[config.mk]
export PLATFORM = sky130hd
export DESIGN_NAME = edge_capture_and_interval_timer
export DESIGN_NICKNAME = d
export VERILOG_FILES = /design/src/verilog/edge_timer_pkg.sv /design/src/verilog/capture_slot.sv /design/src/verilog/edge_capture_and_interval_timer.sv
export SDC_FILE = /design/constraint.sdc
export NUM_CORES = 1
export LEC_CHECK = 0
export ABC_CLOCK_PERIOD_IN_PS = 2260
export CORE_ASPECT_RATIO = 0.75
export CORE_MARGIN = 2
export CORE_UTILIZATION = 30
export CTS_BUF_LIST = sky130_fd_sc_hd__clkbuf_8
export DETAILED_ROUTE_END_ITERATION = 8
export DONT_BUFFER_PORTS = 1
export SLEW_MARGIN = 25
export SYNTH_ARGS = -nofsm -noshare
export SYNTH_HDL_FRONTEND = slang
export SYNTH_SLANG_ARGS = --single-unit
[constraint.sdc]
create_clock -name i_core_clk -period 2.26 [get_ports i_core_clk]
set_input_delay 0.113 -clock i_core_clk [delete_from_list [all_inputs] [get_ports i_core_clk]]
set_output_delay 0.113 -clock i_core_clk [all_outputs]
set_load 0.01 [all_outputs]
[src/verilog/edge_timer_pkg.sv]
/*
  package: register offsets, field positions, reset values and carriers for the
  edge capture and interval timer block.
  assumes: byte-wide register port, one clock domain.
*/
package edge_timer_pkg;
  localparam logic [7:0] free_count_low_addr = 8'h20;
  localparam logic [7:0] free_count_high_addr = 8'h21;
  localparam logic [7:0] chan0_rise_addr = 8'h22;
  localparam logic [7:0] chan1_rise_addr = 8'h23;
  localparam logic [7:0] chan0_fall_addr = 8'h24;
  localparam logic [7:0] chan1_fall_addr = 8'h25;
  localparam logic [7:0] interval_count_low_addr = 8'h26;
  localparam logic [7:0] interval_count_high_addr = 8'h27;
  localparam logic [7:0] interval_reload_low_addr = 8'h28;
  localparam logic [7:0] interval_reload_high_addr = 8'h29;
  localparam logic [7:0] capture_config_addr = 8'h2a;
  localparam logic [7:0] capture_irq_enable_addr = 8'h2b;
  localparam logic [7:0] capture_irq_status_addr = 8'h2c;

  localparam int cfg_hold_bit = 7;
  localparam int cfg_prescale_lsb = 4;
  localparam int cfg_wide_bit = 3;
  localparam logic [7:0] cfg_write_mask = 8'hf8;
  localparam logic [3:0] nibble_mask = 4'hf;
  localparam logic [7:0] byte_zero = 8'h00;
  localparam logic [15:0] count_zero = 16'h0000;
  localparam logic [11:0] interval_zero = 12'h000;
  localparam logic [11:0] interval_one = 12'h001;

  // capture slot indexes; also status/enable bit positions
  localparam int slot_a_rise = 0;
  localparam int slot_a_fall = 1;
  localparam int slot_b_rise = 2;
  localparam int slot_b_fall = 3;
  localparam int slot_count = 4;

  typedef struct packed {
    logic [7:0] addr;
    logic [7:0] wdata;
    logic wr;
    logic rd;
  } reg_req_t;
endpackage : edge_timer_pkg

[src/verilog/capture_slot.sv]
/*
  one capture register with first-edge hold and software write.
  assumes: load and read strobes are one-cycle pulses on i_core_clk.
*/
`timescale 1ns/10ps
`default_nettype none
module capture_slot (
  // clock and reset
  input wire logic i_core_clk,
  input wire logic i_reset,
  // control
  input wire logic i_hold_mode,
  input wire logic i_load,
  input wire logic [7:0] i_load_value,
  input wire logic i_sw_write,
  input wire logic [7:0] i_sw_value,
  input wire logic i_sw_read,
  // state
  output logic [7:0] o_value,
  output logic o_loaded
);
  logic [7:0] value_r;
  logic locked_r;
  logic take_edge;

  // with hold set, a locked slot ignores edges until read
  assign take_edge = i_load & ~(i_hold_mode & locked_r);
  assign o_value = value_r;
  assign o_loaded = take_edge;

  always_ff @(posedge i_core_clk) begin
    if (i_reset) begin
      value_r <= edge_timer_pkg::byte_zero;
      locked_r <= 1'b0;
    end else begin
      if (take_edge) begin
        value_r <= i_load_value;
      end else if (i_sw_write) begin
        value_r <= i_sw_value;
      end
      // a taken edge in the read cycle relocks: the new value is unread
      if (take_edge) begin
        locked_r <= 1'b1;
      end else if (i_sw_read) begin
        locked_r <= 1'b0;
      end
    end
  end
endmodule : capture_slot
`default_nettype wire

[src/verilog/edge_capture_and_interval_timer.sv]
/*
  edge capture and interval timer: free-running counter, four capture slots,
  status/enable flags and a 12-bit down-counting interval timer.
  assumes: edge inputs are asynchronous pins; register master per plain port,
  read data valid the cycle after the read strobe.
*/
// The plain strobed port is this design's own decision.
`timescale 1ns/10ps
`default_nettype none
module edge_capture_and_interval_timer (
  // clock and reset
  input wire logic i_core_clk,
  input wire logic i_reset,
  // register port
  input wire logic [7:0] i_addr,
  input wire logic [7:0] i_wdata,
  input wire logic i_wr,
  input wire logic i_rd,
  output logic [7:0] o_rdata,
  // edge inputs
  input wire logic i_edge_input_a,
  input wire logic i_edge_input_b,
  // interrupt requests
  output logic [3:0] o_capture_irq,
  output logic o_interval_irq
);
  edge_timer_pkg::reg_req_t req;
  assign req = '{addr: i_addr, wdata: i_wdata, wr: i_wr, rd: i_rd};

  // two-stage synchronisers plus one more stage for edge detect
  logic [1:0] sync_a_r;
  logic [1:0] sync_b_r;
  logic prev_a_r;
  logic prev_b_r;
  always_ff @(posedge i_core_clk) begin
    if (i_reset) begin
      sync_a_r <= 2'b00;
      prev_a_r <= 1'b0;
    end else begin
      sync_a_r <= {sync_a_r[0], i_edge_input_a};
      prev_a_r <= sync_a_r[1];
    end
  end

  always_ff @(posedge i_core_clk) begin
    if (i_reset) begin
      sync_b_r <= 2'b00;
      prev_b_r <= 1'b0;
    end else begin
      sync_b_r <= {sync_b_r[0], i_edge_input_b};
      prev_b_r <= sync_b_r[1];
    end
  end
  wire logic rise_a = sync_a_r[1] & ~prev_a_r;
  wire logic fall_a = ~sync_a_r[1] & prev_a_r;
  wire logic rise_b = sync_b_r[1] & ~prev_b_r;
  wire logic fall_b = ~sync_b_r[1] & prev_b_r;

  // address decode
  wire logic hit_free_low = req.addr == edge_timer_pkg::free_count_low_addr;
  wire logic hit_free_high = req.addr == edge_timer_pkg::free_count_high_addr;
  wire logic hit_a_rise = req.addr == edge_timer_pkg::chan0_rise_addr;
  wire logic hit_b_rise = req.addr == edge_timer_pkg::chan1_rise_addr;
  wire logic hit_a_fall = req.addr == edge_timer_pkg::chan0_fall_addr;
  wire logic hit_b_fall = req.addr == edge_timer_pkg::chan1_fall_addr;
  wire logic hit_cnt_low = req.addr == edge_timer_pkg::interval_count_low_addr;
  wire logic hit_cnt_high = req.addr == edge_timer_pkg::interval_count_high_addr;
  wire logic hit_rld_low = req.addr == edge_timer_pkg::interval_reload_low_addr;
  wire logic hit_rld_high = req.addr == edge_timer_pkg::interval_reload_high_addr;
  wire logic hit_cfg = req.addr == edge_timer_pkg::capture_config_addr;
  wire logic hit_ien = req.addr == edge_timer_pkg::capture_irq_enable_addr;
  wire logic hit_sts = req.addr == edge_timer_pkg::capture_irq_status_addr;

  // write and read strobes per register
  wire logic wr_free_low = req.wr & hit_free_low;
  wire logic wr_free_high = req.wr & hit_free_high;
  wire logic rd_free_low = req.rd & hit_free_low;
  wire logic rd_cnt_low = req.rd & hit_cnt_low;
  wire logic wr_rld_low = req.wr & hit_rld_low;
  wire logic wr_rld_high = req.wr & hit_rld_high;
  wire logic wr_cfg = req.wr & hit_cfg;
  wire logic wr_ien = req.wr & hit_ien;
  wire logic wr_sts = req.wr & hit_sts;

  // configuration and enables
  logic [7:0] config_r;
  logic [3:0] irq_enable_r;
  logic [3:0] irq_status_r;
  always_ff @(posedge i_core_clk) begin
    if (i_reset) begin
      config_r <= edge_timer_pkg::byte_zero;
    end else if (wr_cfg) begin
      config_r <= req.wdata & edge_timer_pkg::cfg_write_mask;
    end
  end

  always_ff @(posedge i_core_clk) begin
    if (i_reset) begin
      irq_enable_r <= 4'h0;
    end else if (wr_ien) begin
      irq_enable_r <= req.wdata[3:0];
    end
  end
  wire logic hold_mode = config_r[edge_timer_pkg::cfg_hold_bit];
  wire logic wide_mode = config_r[edge_timer_pkg::cfg_wide_bit];
  wire logic [2:0] prescale = config_r[edge_timer_pkg::cfg_prescale_lsb +: 3];

  // free-running counter with low-read holding of the high byte
  logic [15:0] free_count_r;
  logic [7:0] free_high_hold_r;
  logic [7:0] free_low_pend_r;
  always_ff @(posedge i_core_clk) begin
    if (i_reset) begin
      free_count_r <= edge_timer_pkg::count_zero;
    end else if (wr_free_high) begin
      free_count_r <= {req.wdata, free_low_pend_r};
    end else begin
      free_count_r <= free_count_r + 16'h0001;
    end
  end

  // a counter write lands with the high byte, so both halves change together
  always_ff @(posedge i_core_clk) begin
    if (i_reset) begin
      free_low_pend_r <= edge_timer_pkg::byte_zero;
    end else if (wr_free_low) begin
      free_low_pend_r <= req.wdata;
    end
  end

  always_ff @(posedge i_core_clk) begin
    if (i_reset) begin
      free_high_hold_r <= edge_timer_pkg::byte_zero;
    end else if (rd_free_low) begin
      free_high_hold_r <= free_count_r[15:8];
    end
  end

  // prescaled byte window
  wire logic [15:0] shifted_count = free_count_r >> prescale;
  wire logic [7:0] narrow_value = shifted_count[7:0];

  // slot load values and strobes
  logic [3:0] slot_load;
  logic [7:0] slot_load_value [edge_timer_pkg::slot_count];
  logic [3:0] slot_sw_write;
  logic [3:0] slot_sw_read;
  logic [7:0] slot_value [edge_timer_pkg::slot_count];
  logic [3:0] slot_loaded;

  // channel a uses the low byte in wide mode
  assign slot_load[edge_timer_pkg::slot_a_rise] = rise_a;
  assign slot_load[edge_timer_pkg::slot_a_fall] = fall_a;
  // channel b is driven by channel a edges in wide mode
  assign slot_load[edge_timer_pkg::slot_b_rise] = wide_mode ? rise_a : rise_b;
  assign slot_load[edge_timer_pkg::slot_b_fall] = wide_mode ? fall_a : fall_b;
  assign slot_load_value[edge_timer_pkg::slot_a_rise] = wide_mode ? free_count_r[7:0] : narrow_value;
  assign slot_load_value[edge_timer_pkg::slot_a_fall] = wide_mode ? free_count_r[7:0] : narrow_value;
  assign slot_load_value[edge_timer_pkg::slot_b_rise] = wide_mode ? free_count_r[15:8] : narrow_value;
  assign slot_load_value[edge_timer_pkg::slot_b_fall] = wide_mode ? free_count_r[15:8] : narrow_value;

  assign slot_sw_write = {4{req.wr}} & {hit_b_fall, hit_b_rise, hit_a_fall, hit_a_rise};
  assign slot_sw_read = {4{req.rd}} & {hit_b_fall, hit_b_rise, hit_a_fall, hit_a_rise};

  // four capture registers, one per channel and edge
  genvar g;
  generate
    for (g = 0; g < edge_timer_pkg::slot_count; g++) begin : g_slot
      capture_slot u_slot (
        .i_core_clk(i_core_clk),
        .i_reset(i_reset),
        .i_hold_mode(hold_mode),
        .i_load(slot_load[g]),
        .i_load_value(slot_load_value[g]),
        .i_sw_write(slot_sw_write[g]),
        .i_sw_value(req.wdata),
        .i_sw_read(slot_sw_read[g]),
        .o_value(slot_value[g]),
        .o_loaded(slot_loaded[g])
      );
    end
  endgenerate

  // status flags: edge events set, write-one clears; set wins
  wire logic [3:0] edge_events = {fall_b, rise_b, fall_a, rise_a};
  wire logic [3:0] status_clear = wr_sts ? req.wdata[3:0] : 4'h0;
  wire logic [3:0] status_nxt = edge_events | (irq_status_r & ~status_clear);
  always_ff @(posedge i_core_clk) begin
    if (i_reset) begin
      irq_status_r <= 4'h0;
    end else begin
      irq_status_r <= status_nxt;
    end
  end

  // a request only when a slot loads and its flag was clear
  logic [3:0] capture_irq_r;
  wire logic [3:0] capture_irq_nxt = slot_loaded & irq_enable_r & ~irq_status_r;
  always_ff @(posedge i_core_clk) begin
    if (i_reset) begin
      capture_irq_r <= 4'h0;
    end else begin
      capture_irq_r <= capture_irq_nxt;
    end
  end
  assign o_capture_irq = capture_irq_r;

  // interval timer
  logic [11:0] interval_count_r;
  logic [11:0] interval_reload_r;
  logic [3:0] interval_high_hold_r;
  logic interval_irq_r;
  wire logic interval_expire = interval_count_r <= edge_timer_pkg::interval_one;
  wire logic [11:0] interval_count_nxt = interval_expire ? interval_reload_r :
    interval_count_r - edge_timer_pkg::interval_one;
  // low then high is the expected order; each half lands on its own
  always_ff @(posedge i_core_clk) begin
    if (i_reset) begin
      interval_reload_r <= edge_timer_pkg::interval_zero;
    end else begin
      if (wr_rld_low) begin
        interval_reload_r[7:0] <= req.wdata;
      end
      if (wr_rld_high) begin
        interval_reload_r[11:8] <= req.wdata[3:0] & edge_timer_pkg::nibble_mask;
      end
    end
  end

  always_ff @(posedge i_core_clk) begin
    if (i_reset) begin
      interval_count_r <= edge_timer_pkg::interval_zero;
    end else begin
      interval_count_r <= interval_count_nxt;
    end
  end

  always_ff @(posedge i_core_clk) begin
    if (i_reset) begin
      interval_irq_r <= 1'b0;
    end else begin
      interval_irq_r <= interval_expire;
    end
  end

  always_ff @(posedge i_core_clk) begin
    if (i_reset) begin
      interval_high_hold_r <= 4'h0;
    end else if (rd_cnt_low) begin
      interval_high_hold_r <= interval_count_r[11:8];
    end
  end
  assign o_interval_irq = interval_irq_r;

  // read mux
  logic [7:0] read_mux;
  always_comb begin
    read_mux = edge_timer_pkg::byte_zero;
    case (1'b1)
      hit_free_low: read_mux = free_count_r[7:0];
      hit_free_high: read_mux = free_high_hold_r;
      hit_a_rise: read_mux = slot_value[edge_timer_pkg::slot_a_rise];
      hit_b_rise: read_mux = slot_value[edge_timer_pkg::slot_b_rise];
      hit_a_fall: read_mux = slot_value[edge_timer_pkg::slot_a_fall];
      hit_b_fall: read_mux = slot_value[edge_timer_pkg::slot_b_fall];
      hit_cnt_low: read_mux = interval_count_r[7:0];
      hit_cnt_high: read_mux = {4'h0, interval_high_hold_r};
      hit_rld_low: read_mux = interval_reload_r[7:0];
      hit_rld_high: read_mux = {4'h0, interval_reload_r[11:8]};
      hit_cfg: read_mux = config_r;
      hit_ien: read_mux = {4'h0, irq_enable_r};
      hit_sts: read_mux = {4'h0, irq_status_r};
      default: read_mux = edge_timer_pkg::byte_zero;
    endcase
  end

  logic [7:0] rdata_r;
  always_ff @(posedge i_core_clk) begin
    if (i_reset) begin
      rdata_r <= edge_timer_pkg::byte_zero;
    end else if (req.rd) begin
      rdata_r <= read_mux;
    end else begin
      rdata_r <= edge_timer_pkg::byte_zero;
    end
  end
  assign o_rdata = rdata_r;
endmodule : edge_capture_and_interval_timer
`default_nettype wire

======== Yosys cells after proc, flatten, opt, wreduce, memory -nomap -nowiden ========
Index checks and enable logic that the tools add are counted.
W data, S select, Z words.
cells by class
  multiplexer cells ....................... 36
  bitwise operators ....................... 38
  reduce and logical (&&, ||, !) cells .... 9
  equality and inequality tests ........... 13
  shift operators ......................... 1
  order comparisons ....................... 1
  add/sub/neg operators ................... 2
operators by type and width
  operator                 count
  $mux W8                  21
  $eq A8 B6 Y1 const B     13
  $and A1 B1 Y1            21
  $and A4 B4 Y4            5
  $add A16 B1 Y16 const B  1
  $mux W16                 1
  $reduce_bool A2 Y1       8
  $shr A16 B3 Y8           1
  $le A12 B1 Y1 const B    1
  $mux W12                 1
  $mux W4                  3
  $sub A12 B1 Y12 const B  1
  $mux W1                  10
  $not A1 Y1               9
  $not A4 Y4               2
  $or A4 B4 Y4             1
  $reduce_or A2 Y1         1
storage, ports and cells
  input bits .............................. 22
  word-level logic and storage cells ...... 125
  flip-flop bits (word level) ............. 128

======== Logic depth before layout (Yosys ltp) ========
Gate-level depths: netlist (run 1).
  depth after elaboration ................. 14
  depth in mapped cells ................... 8
  mapped depth without buffers ............ 6

======== Modules after synthesis ========
A second synthesis (run 1) with hierarchy kept.
unflattened totals
  cells, all modules ...................... 785
  area, all modules ....................... 7208.2 µm²
modules (own cells, without submodules)
  module                           area each (µm²)  instances  cells each
  edge_capture_and_interval_timer  5241.3           1          621
  capture_slot                     491.7            4          41

======== Worst setup path after synthesis (run 1) ========
No wires, ideal clock.
  kind .................................... flip-flop to flip-flop
  from .................................... reg config_r[4]
  to ...................................... reg g_slot[2].u_slot.value_r[7]
  required time ........................... 2126 ps
  arrival time ............................ 1834 ps
  path buffers ............................ 2
  period minus slack after synthesis ...... 1968 ps
  library setup time ...................... 134 ps
  path slack .............................. 292 ps
  cell stages (with the launch flop) ...... 8
  path through ............................ dfxtp_1 clkbuf_1 buf_2 mux4_2 nand2_1 o311a_1 o21bai_1 o22ai_1
between the ends
  longest elaborated chain between the ends .. 3
RTL lines
  item                      line                                    source
  start: declaration        edge_capture_and_interval_timer.sv:86   logic [7:0] config_r;
  start signal: assignment  edge_capture_and_interval_timer.sv:91   config_r <= edge_timer_pkg::byte_zero;
  start signal: assignment  edge_capture_and_interval_timer.sv:93   config_r <= req.wdata & edge_timer_pkg::cfg_write_mask;
  $shr A16 B3 Y8            edge_capture_and_interval_timer.sv:140  wire logic [15:0] shifted_count = free_count_r >> prescale;
  $mux W8                   edge_capture_and_interval_timer.sv:159  assign slot_load_value[edge_timer_pkg::slot_b_rise] = wide_mode ? free_count_r[15:8] : narrow_value;
  $mux W8                   capture_slot.sv:36                      if (take_edge) begin
  end signal: assignment    capture_slot.sv:33                      value_r <= edge_timer_pkg::byte_zero;
  end signal: assignment    capture_slot.sv:37                      value_r <= i_load_value;
  end signal: assignment    capture_slot.sv:39                      value_r <= i_sw_value;
  end: declaration          capture_slot.sv:22                      logic [7:0] value_r;
No other way between the ends.
A chain may end at the register's enable or synchronous reset.

======== Worst setup path after layout (run 1) ========
  from .................................... reg config_r[4]
  to ...................................... reg g_slot[2].u_slot.value_r[1]
Same word-level chain as after synthesis.

==> results of run 1 <==
==> layout by cell type (no fill, tap or decap), types with 5 or more instances in the layout <==
| master | synthesis | layout |
|---|---|---|
| xor2_1 | 8 | 8 |
| o21bai_1 | 6 | 6 |
| xnor2_1 | 14 | 14 |
| o32ai_1 | 23 | 23 |
| nor2_1 | 85 | 85 |
| inv_6 | 0 | 5 |
| and2_1 | 6 | 6 |
| nand4_1 | 7 | 7 |
| buf_4 | 0 | 22 |
| a211oi_1 | 31 | 31 |
| dlygate4sd3_1 | 0 | 16 |
| a22oi_1 | 8 | 8 |
| o21ai_0 | 48 | 48 |
| clkbuf_8 | 0 | 19 |
| inv_1 | 23 | 23 |
| nand3_2 | 6 | 6 |
| nor3b_1 | 5 | 5 |
| o22ai_1 | 15 | 15 |
| nand3_1 | 13 | 13 |
| dfxtp_1 | 128 | 128 |
| a21oi_1 | 29 | 29 |
| mux4_2 | 9 | 9 |
| a21o_1 | 14 | 14 |
| nand2_1 | 51 | 51 |
| nand2b_1 | 14 | 14 |
| mux2i_1 | 67 | 67 |
| a31oi_1 | 9 | 9 |
| nor2b_1 | 18 | 18 |
| a221o_1 | 6 | 6 |
==> sequential cells by signal, summed over array words and instances, names as in the netlist <==
| register | flops |
|---|---|
| o_rdata | 8 |
| irq_enable_r | 4 |
| g_slot.u_slot.locked_r | 4 |
| irq_status_r | 4 |
| g_slot.u_slot.o_value | 32 |
| sync_a_r | 2 |
| prev_b_r | 1 |
| interval_reload_r | 12 |
| interval_count_r | 12 |
| interval_high_hold_r | 4 |
| sync_b_r | 2 |
| o_capture_irq | 4 |
| free_low_pend_r | 8 |
| o_interval_irq | 1 |
| config_r | 5 |
| free_high_hold_r | 8 |
| free_count_r | 16 |
| prev_a_r | 1 |
==> power by group through the flow <==
stage          Combinational (mW)  Clock, mW  Sequential (mW)
2_1_floorplan               0.671          0             2.51
3_3_place_gp                0.824          0             2.55
3_5_place_dp                0.828          0             2.56
4_1_cts                     0.927       2.23             2.50
5_1_grt                      1.03       2.35             2.52
6_report                    0.941       2.20             2.50
==> metrics by stage <==
stage	cells	cell area [um^2]	total power [mW]
after global placement	1009	6925	3.376
after CTS	1058	7548	5.657
after detailed placement	1009	6925	3.383
after floorplan	758	6649	3.181
final	1058	7548	5.651
after global routing	1058	7548	5.904
==> worst max-delay path: stages, from the launching register on <==
cell      delay [ns]
dfxtp_1         0.57
mux4_2          0.54
and2_1          0.17
a211oi_1        0.45
a21o_1          0.17
o22ai_1         0.08
==> cells by family after synthesis <==
family,count (synthesis),synth area share (%)
multiplexers,80,13.81
AO/OA/AOI/OAI,206,21.00
adder cells (fa/ha/maj),3,0.5646
buffers and inverters,90,5.608
XOR/XNOR,22,2.898
AND/OR/NAND/NOR,229,17.58
flip-flops,128,38.54
==> layer usage <==
metal / global-route usage (%) / vias up / part of all wire (%)
met1: 28.87 / 2838 / 49
li1: - / 2742 / -
met3: 6.207 / 35 / 11
met4: 5.969 / 0 / 1.8
met2: 23.73 / 323 / 38
met5: 0 / - / 0
==> cells in the mapped netlist, types with 5 or more instances <==
cell type	count	area (um^2)
o21bai_1	6	45.04
a21oi_1	29	145.1
nand3_2	6	60.06
dfxtp_1	128	2562
mux4_2	9	202.7
nand4_1	7	43.79
a211oi_1	31	232.7
a31oi_1	9	56.30
xor2_1	8	70.07
o32ai_1	23	201.4
nor2_1	85	319.1
o22ai_1	15	93.84
inv_1	23	86.33
o21ai_0	48	240.2
mux2i_1	67	670.6
buf_2	9	45.04
and2_1	6	37.54
nand2b_1	14	87.58
a221o_1	6	60.06
nor2b_1	18	112.6
nand3_1	13	65.06
nor3b_1	5	37.54
clkbuf_1	47	176.4
xnor2_1	14	122.6
a21o_1	14	105.1
buf_1	8	30.03
a22oi_1	8	60.06
nand2_1	51	191.4
==> worst max path at each step <==
stage,to,cells past startpoint
CTS,g_slot[2].u_slot.o_value[1],5
finish,g_slot[2].u_slot.o_value[1],5
detailed placement,g_slot[3].u_slot.o_value[1],5
floorplan,g_slot[2].u_slot.o_value[7],7
global placement,g_slot[2].u_slot.o_value[1],5
global route,g_slot[2].u_slot.o_value[1],5
==> repair_timing <==
item	CTS	global route
hold endpoints to repair	122	0
setup endpoints to repair	0	0
hold buffers	17	0
==> cell type report <==
type / instances / area share [%]
tap: 294 / 4.873
clock inverter: 13 / 2.304
timing repair buffer: 40 / 4.940
sequential: 128 / 33.95
multi-input combinational: 540 / 49.28
clock buffer: 19 / 3.464
inverter: 24 / 1.193
==> results.yml, run 1 <==
floorplanning:
  die_area_um2: 23380
  core_region_area_um2: 21930
  initial_utilization_pct: 30.31
  die_h_um: 132.9
  rows: 47
  pin_count: 35
  die_w_um: 175.9
finish:
  diodes: 0
  final_core_util_pct: 34.41
  syn_to_final_growth_pct: 13.53
  seq_area_um2: 2562
  fin_nets: 776
  drive_gt1_share_pct: 10.99
  fillers: 2266
  multiInputGateArea_um2: 3720
cts:
  cts.sinks: 128
  cts-root-buf: "clkbuf_8"
  cts_buffers: 17
  cts_tree: "done"
  cts_resized: 0
  post_cts_buffers: 0
  ctsLongestPathBuffers: 2
  worstSkewPairLatency_ns: 0.46
  htree_num_levels: 4
  clk_pin_slew_worst_paths_ns: 0.09
sta:
  fmax_mhz: 474.5
  drv_slew: 0
  tns_ns: 0
  hold_viol: 0
  whs_ns: 0.02853
  finalCritPeriodShare_pct: 93.25
  setup_ws_ns: 0.1526
  maxSlewHeadroom_pct: 55.04
  fin_crit_ns: 2.107
  worst_pin_slew_ns: 0.6718
  final-setup-viol-count: 0
  skew_ns: 0.01724
  rsz0062_at_grt: "no"
placed_design:
  preCtsSetupSlack_ns: 0.2188
  gp_congestion: 0.8907
  port_buffers: 0
  post-dp-hpwl_um: 15180
worst_setup_path:
  reg2reg_slack_ns: 0.15
  cp-end-kind: "register"
  arrival_ns: 2.42
  criticalPathCategory: "reg2reg"
  r2r-end: "g_slot[2].u_slot.o_value[1]"
  required_ns: 2.58
  reg2reg_depth: 5
  path_max_fanout: 7
  cp-startpoint: "config_r[4]"
  setup.worst_path.start_class: "register"
  r2r_start: "config_r[4]"
synth:
  netlist_area_um2: 6649
  synth_cell_types: 56
  avgSynthCellArea_um2: 8.772
  async_reset_ff_share_pct: 0
  syn_inst: 758
  synth_seq_cells: 128
  syn_nets: 783
  ys_warn_count: 0
  ys_seq_area_share_pct: 38.54
  ys.flop_type: "dfxtp_1"
  synth_edf_count: 0
grt:
  grt_antenna_before_repair: 0
  grt_max_degree: 96
  grt_pass1_vias: 5498
  overflow: 0
  grt_pass1_wl_um: 33130
  grt_use_total_pct: 18.71
power_and_ir_drop:
  swShare_pct: 30.26
  vdd_drop_max_v: 0.0003165
  power.leakage_nw: 2.777
  power_switching_mw: 1.710
  pwr-share-clk_pct: 39.0
  p_per_area_nw_per_um2: 748.6
  power_frac_seq_pct: 44.3
  p_int_mw: 3.941
  p_comb_share_pct: 16.7
hold_path:
  min_to: "o_rdata[1]"
  hold_path_class: "in2reg"
  hold_depth: 3
  hp-start: "i_addr[1]"
drt:
  antenna_left: 0
  vias: 5938
  drt_iter0_drc: 798
  routed_wirelength_um: 21600
  vias_per_cell: 5.612
  drtPass1Iterations: 5
  drc_errors: 0
  post_drt_wl_per_cell_um: 20.41
flow_run:
  cap_violations: 0
run_status:
  status: "finished, final reports clean"
No activity file was read; power rests on OpenSTA's default activity.
==> run 2, diff against run 1 <==
--- a/config.mk
+++ b/config.mk
@@ -5,7 +5,7 @@
 export SDC_FILE = /design/constraint.sdc
 export NUM_CORES = 1
 export LEC_CHECK = 0
-export ABC_CLOCK_PERIOD_IN_PS = 2260
+export ABC_CLOCK_PERIOD_IN_PS = 2300
 export CORE_ASPECT_RATIO = 0.75
 export CORE_MARGIN = 2
 export CORE_UTILIZATION = 30
==> constraint.sdc (replaced) <==
create_clock -name i_core_clk -period 2.3 [get_ports i_core_clk]
set_input_delay 0.115 -clock i_core_clk [delete_from_list [all_inputs] [get_ports i_core_clk]]
set_output_delay 0.115 -clock i_core_clk [all_outputs]
set_load 0.01 [all_outputs]
==> run 2 against run 1 <==
Count of clock-buffer cells in the layout did not move; sequential power fell by 2%; critical path type unchanged; die area did not move; sequential cell count is the same; cell count is 0.47% higher.
==> results.yml, run 2 (same netlist as run 1, synthesis figures left out) <==
power_and_ir_drop:
  pwr-share-clk_pct: 40.8
  power.leakage_nw: 2.806
  power_switching_mw: 1.675
  p_comb_share_pct: 16.3
  p_int_mw: 4.076
  p_per_area_nw_per_um2: 755.5
  vdd_drop_max_v: 0.0003666
  power_frac_seq_pct: 42.8
  swShare_pct: 29.12
run_status:
  status: "finished, final reports clean"
drt:
  vias: 5938
  post_drt_wl_per_cell_um: 20.80
  drtPass1Iterations: 6
  drc_errors: 0
  drt_iter0_drc: 701
  antenna_left: 0
  routed_wirelength_um: 22110
  vias_per_cell: 5.586
floorplanning:
  die_h_um: 132.9
  rows: 47
  initial_utilization_pct: 30.31
  die_area_um2: 23380
  die_w_um: 175.9
  core_region_area_um2: 21930
  pin_count: 35
sta:
  fmax_mhz: 507.0
  maxSlewHeadroom_pct: 51.63
  final-setup-viol-count: 0
  worst_pin_slew_ns: 0.7240
  hold_viol: 0
  rsz0062_at_grt: "no"
  finalCritPeriodShare_pct: 85.75
  fin_crit_ns: 1.972
  drv_slew: 0
  skew_ns: 0.01366
  tns_ns: 0
grt:
  grt_max_degree: 96
  grt_use_total_pct: 19.36
  grt_pass1_wl_um: 33920
  overflow: 0
  grt_pass1_vias: 5487
  grt_antenna_before_repair: 1
placed_design:
  dpl-instance-area_um2: 6920
  port_buffers: 0
  gp_congestion: 0.8540
  post-dp-hpwl_um: 15330
finish:
  layout_common_cells: "128 x dfxtp_1, 85 x nor2_1, 67 x mux2i_1"
  seq_area_um2: 2562
  largest_register_ff_count: 32
  syn_to_final_growth_pct: 14.47
  final_cell_area_um2: 7611
  multiInputGateArea_um2: 3720
  fin_nets: 780
  final_common_cell: "dfxtp_1"
  fillers: 2254
  drive_gt1_share_pct: 10.94
worst_setup_path:
  required_ns: 2.64
  criticalPathCategory: "reg2reg"
  crit_buf_inv: 1
  cp_slowest_stage_delay_ns: 0.53
  slowest_stage: "mux4_2"
  cp_cell_sequence: "mux4_2 > and2_1 > a211oi_1 > buf_4 > o32ai_1"
  arrival_ns: 2.31
  path_max_fanout: 6
  cp_top_family: "multiplexers"
  setup.worst_path.start_class: "register"
  cp-end-kind: "register"
cts:
  cts_hold_buffers: 20
  cts_buffers: 17
  clk_pin_slew_worst_paths_ns: 0.08
  post_cts_buffers: 0
  cts-root-buf: "clkbuf_8"
  cts_tree: "done"
  cts_resized: 0
  htree_num_levels: 4
  cts.sinks: 128
  worstSkewPairLatency_ns: 0.48
  ctsLongestPathBuffers: 2
flow_run:
  cap_violations: 0
hold_path:
  hold_path_class: "in2reg"
run 2: cell count changes in the layout (fill, tap and decap cells not counted), sizes merged:
cell         previous run  this run
buf                    24        25
bufinv                  3         5
clkinv                  3         4
clkinvlp                3         2
diode                   0         1
dlygate4sd3            16        19
inv                    28        26
run 2: cell type report:
type,instances,share of cell area (%)
clock buffers,19,3.436
multi-input cells,540,48.87
diodes,1,0.03288
well taps,294,4.833
clock inverters,13,2.745
flip-flops and latches,128,33.67
repair buffers,44,5.228
inverters,24,1.184
run 2: metrics by stage:
step / utilization [%] / hold WS, ns / worst slack (ns) / total power [mW] / cells
after floorplan: - / 0.2432 / 0.3318 / 3.125 / 758
after global placement: 31.55 / 0.1944 / 0.3494 / 3.325 / 1010
after detailed placement: 31.55 / 0.1950 / 0.3543 / 3.334 / 1010
after CTS: 34.69 / 0.002892 / 0.3337 / 5.758 / 1062
after global routing: 34.70 / 0.02182 / 0.2208 / 5.985 / 1063
final: 34.70 / 0.01678 / 0.3278 / 5.751 / 1063
run 2: routing by layer:
metal	track usage [%]	wire length [um]	vias to the layer above
met5	0	0	-
met4	5.464	375	0
met3	6.264	2288	39
met2	25.24	8580	292
met1	29.69	10860	2863
li1	-	-	2744
run 2: power by group through the flow:
stage | sequential [mW] | combinational, mW | clock (mW)
after floorplan | 2.47 | 0.660 | 0
after global placement | 2.51 | 0.813 | 0
after detailed placement | 2.51 | 0.824 | 0
after CTS | 2.46 | 0.923 | 2.37
after global routing | 2.48 | 1.03 | 2.47
final | 2.46 | 0.940 | 2.35
run 2: worst paths after layout:
| check | from | endpoint | slack, ns | cells after the start |
|---|---|---|---|---|
| max reg2reg | config_r[4] | g_slot[1].u_slot.o_value[1] | 0.33 | 5 |
| max | config_r[4] | g_slot[1].u_slot.o_value[1] | 0.33 | 5 |
| min | i_reset | sync_a_r[1] | 0.02 | 2 |
| min reg2reg | sync_a_r[0] | sync_a_r[1] | 0.43 | 1 |
run 2: worst reg2reg max path: stages, from the launching register on:
cell,delay [ns]
dfxtp_1,0.47
mux4_2,0.53
and2_1,0.17
a211oi_1,0.39
buf_4,0.20
o32ai_1,0.08
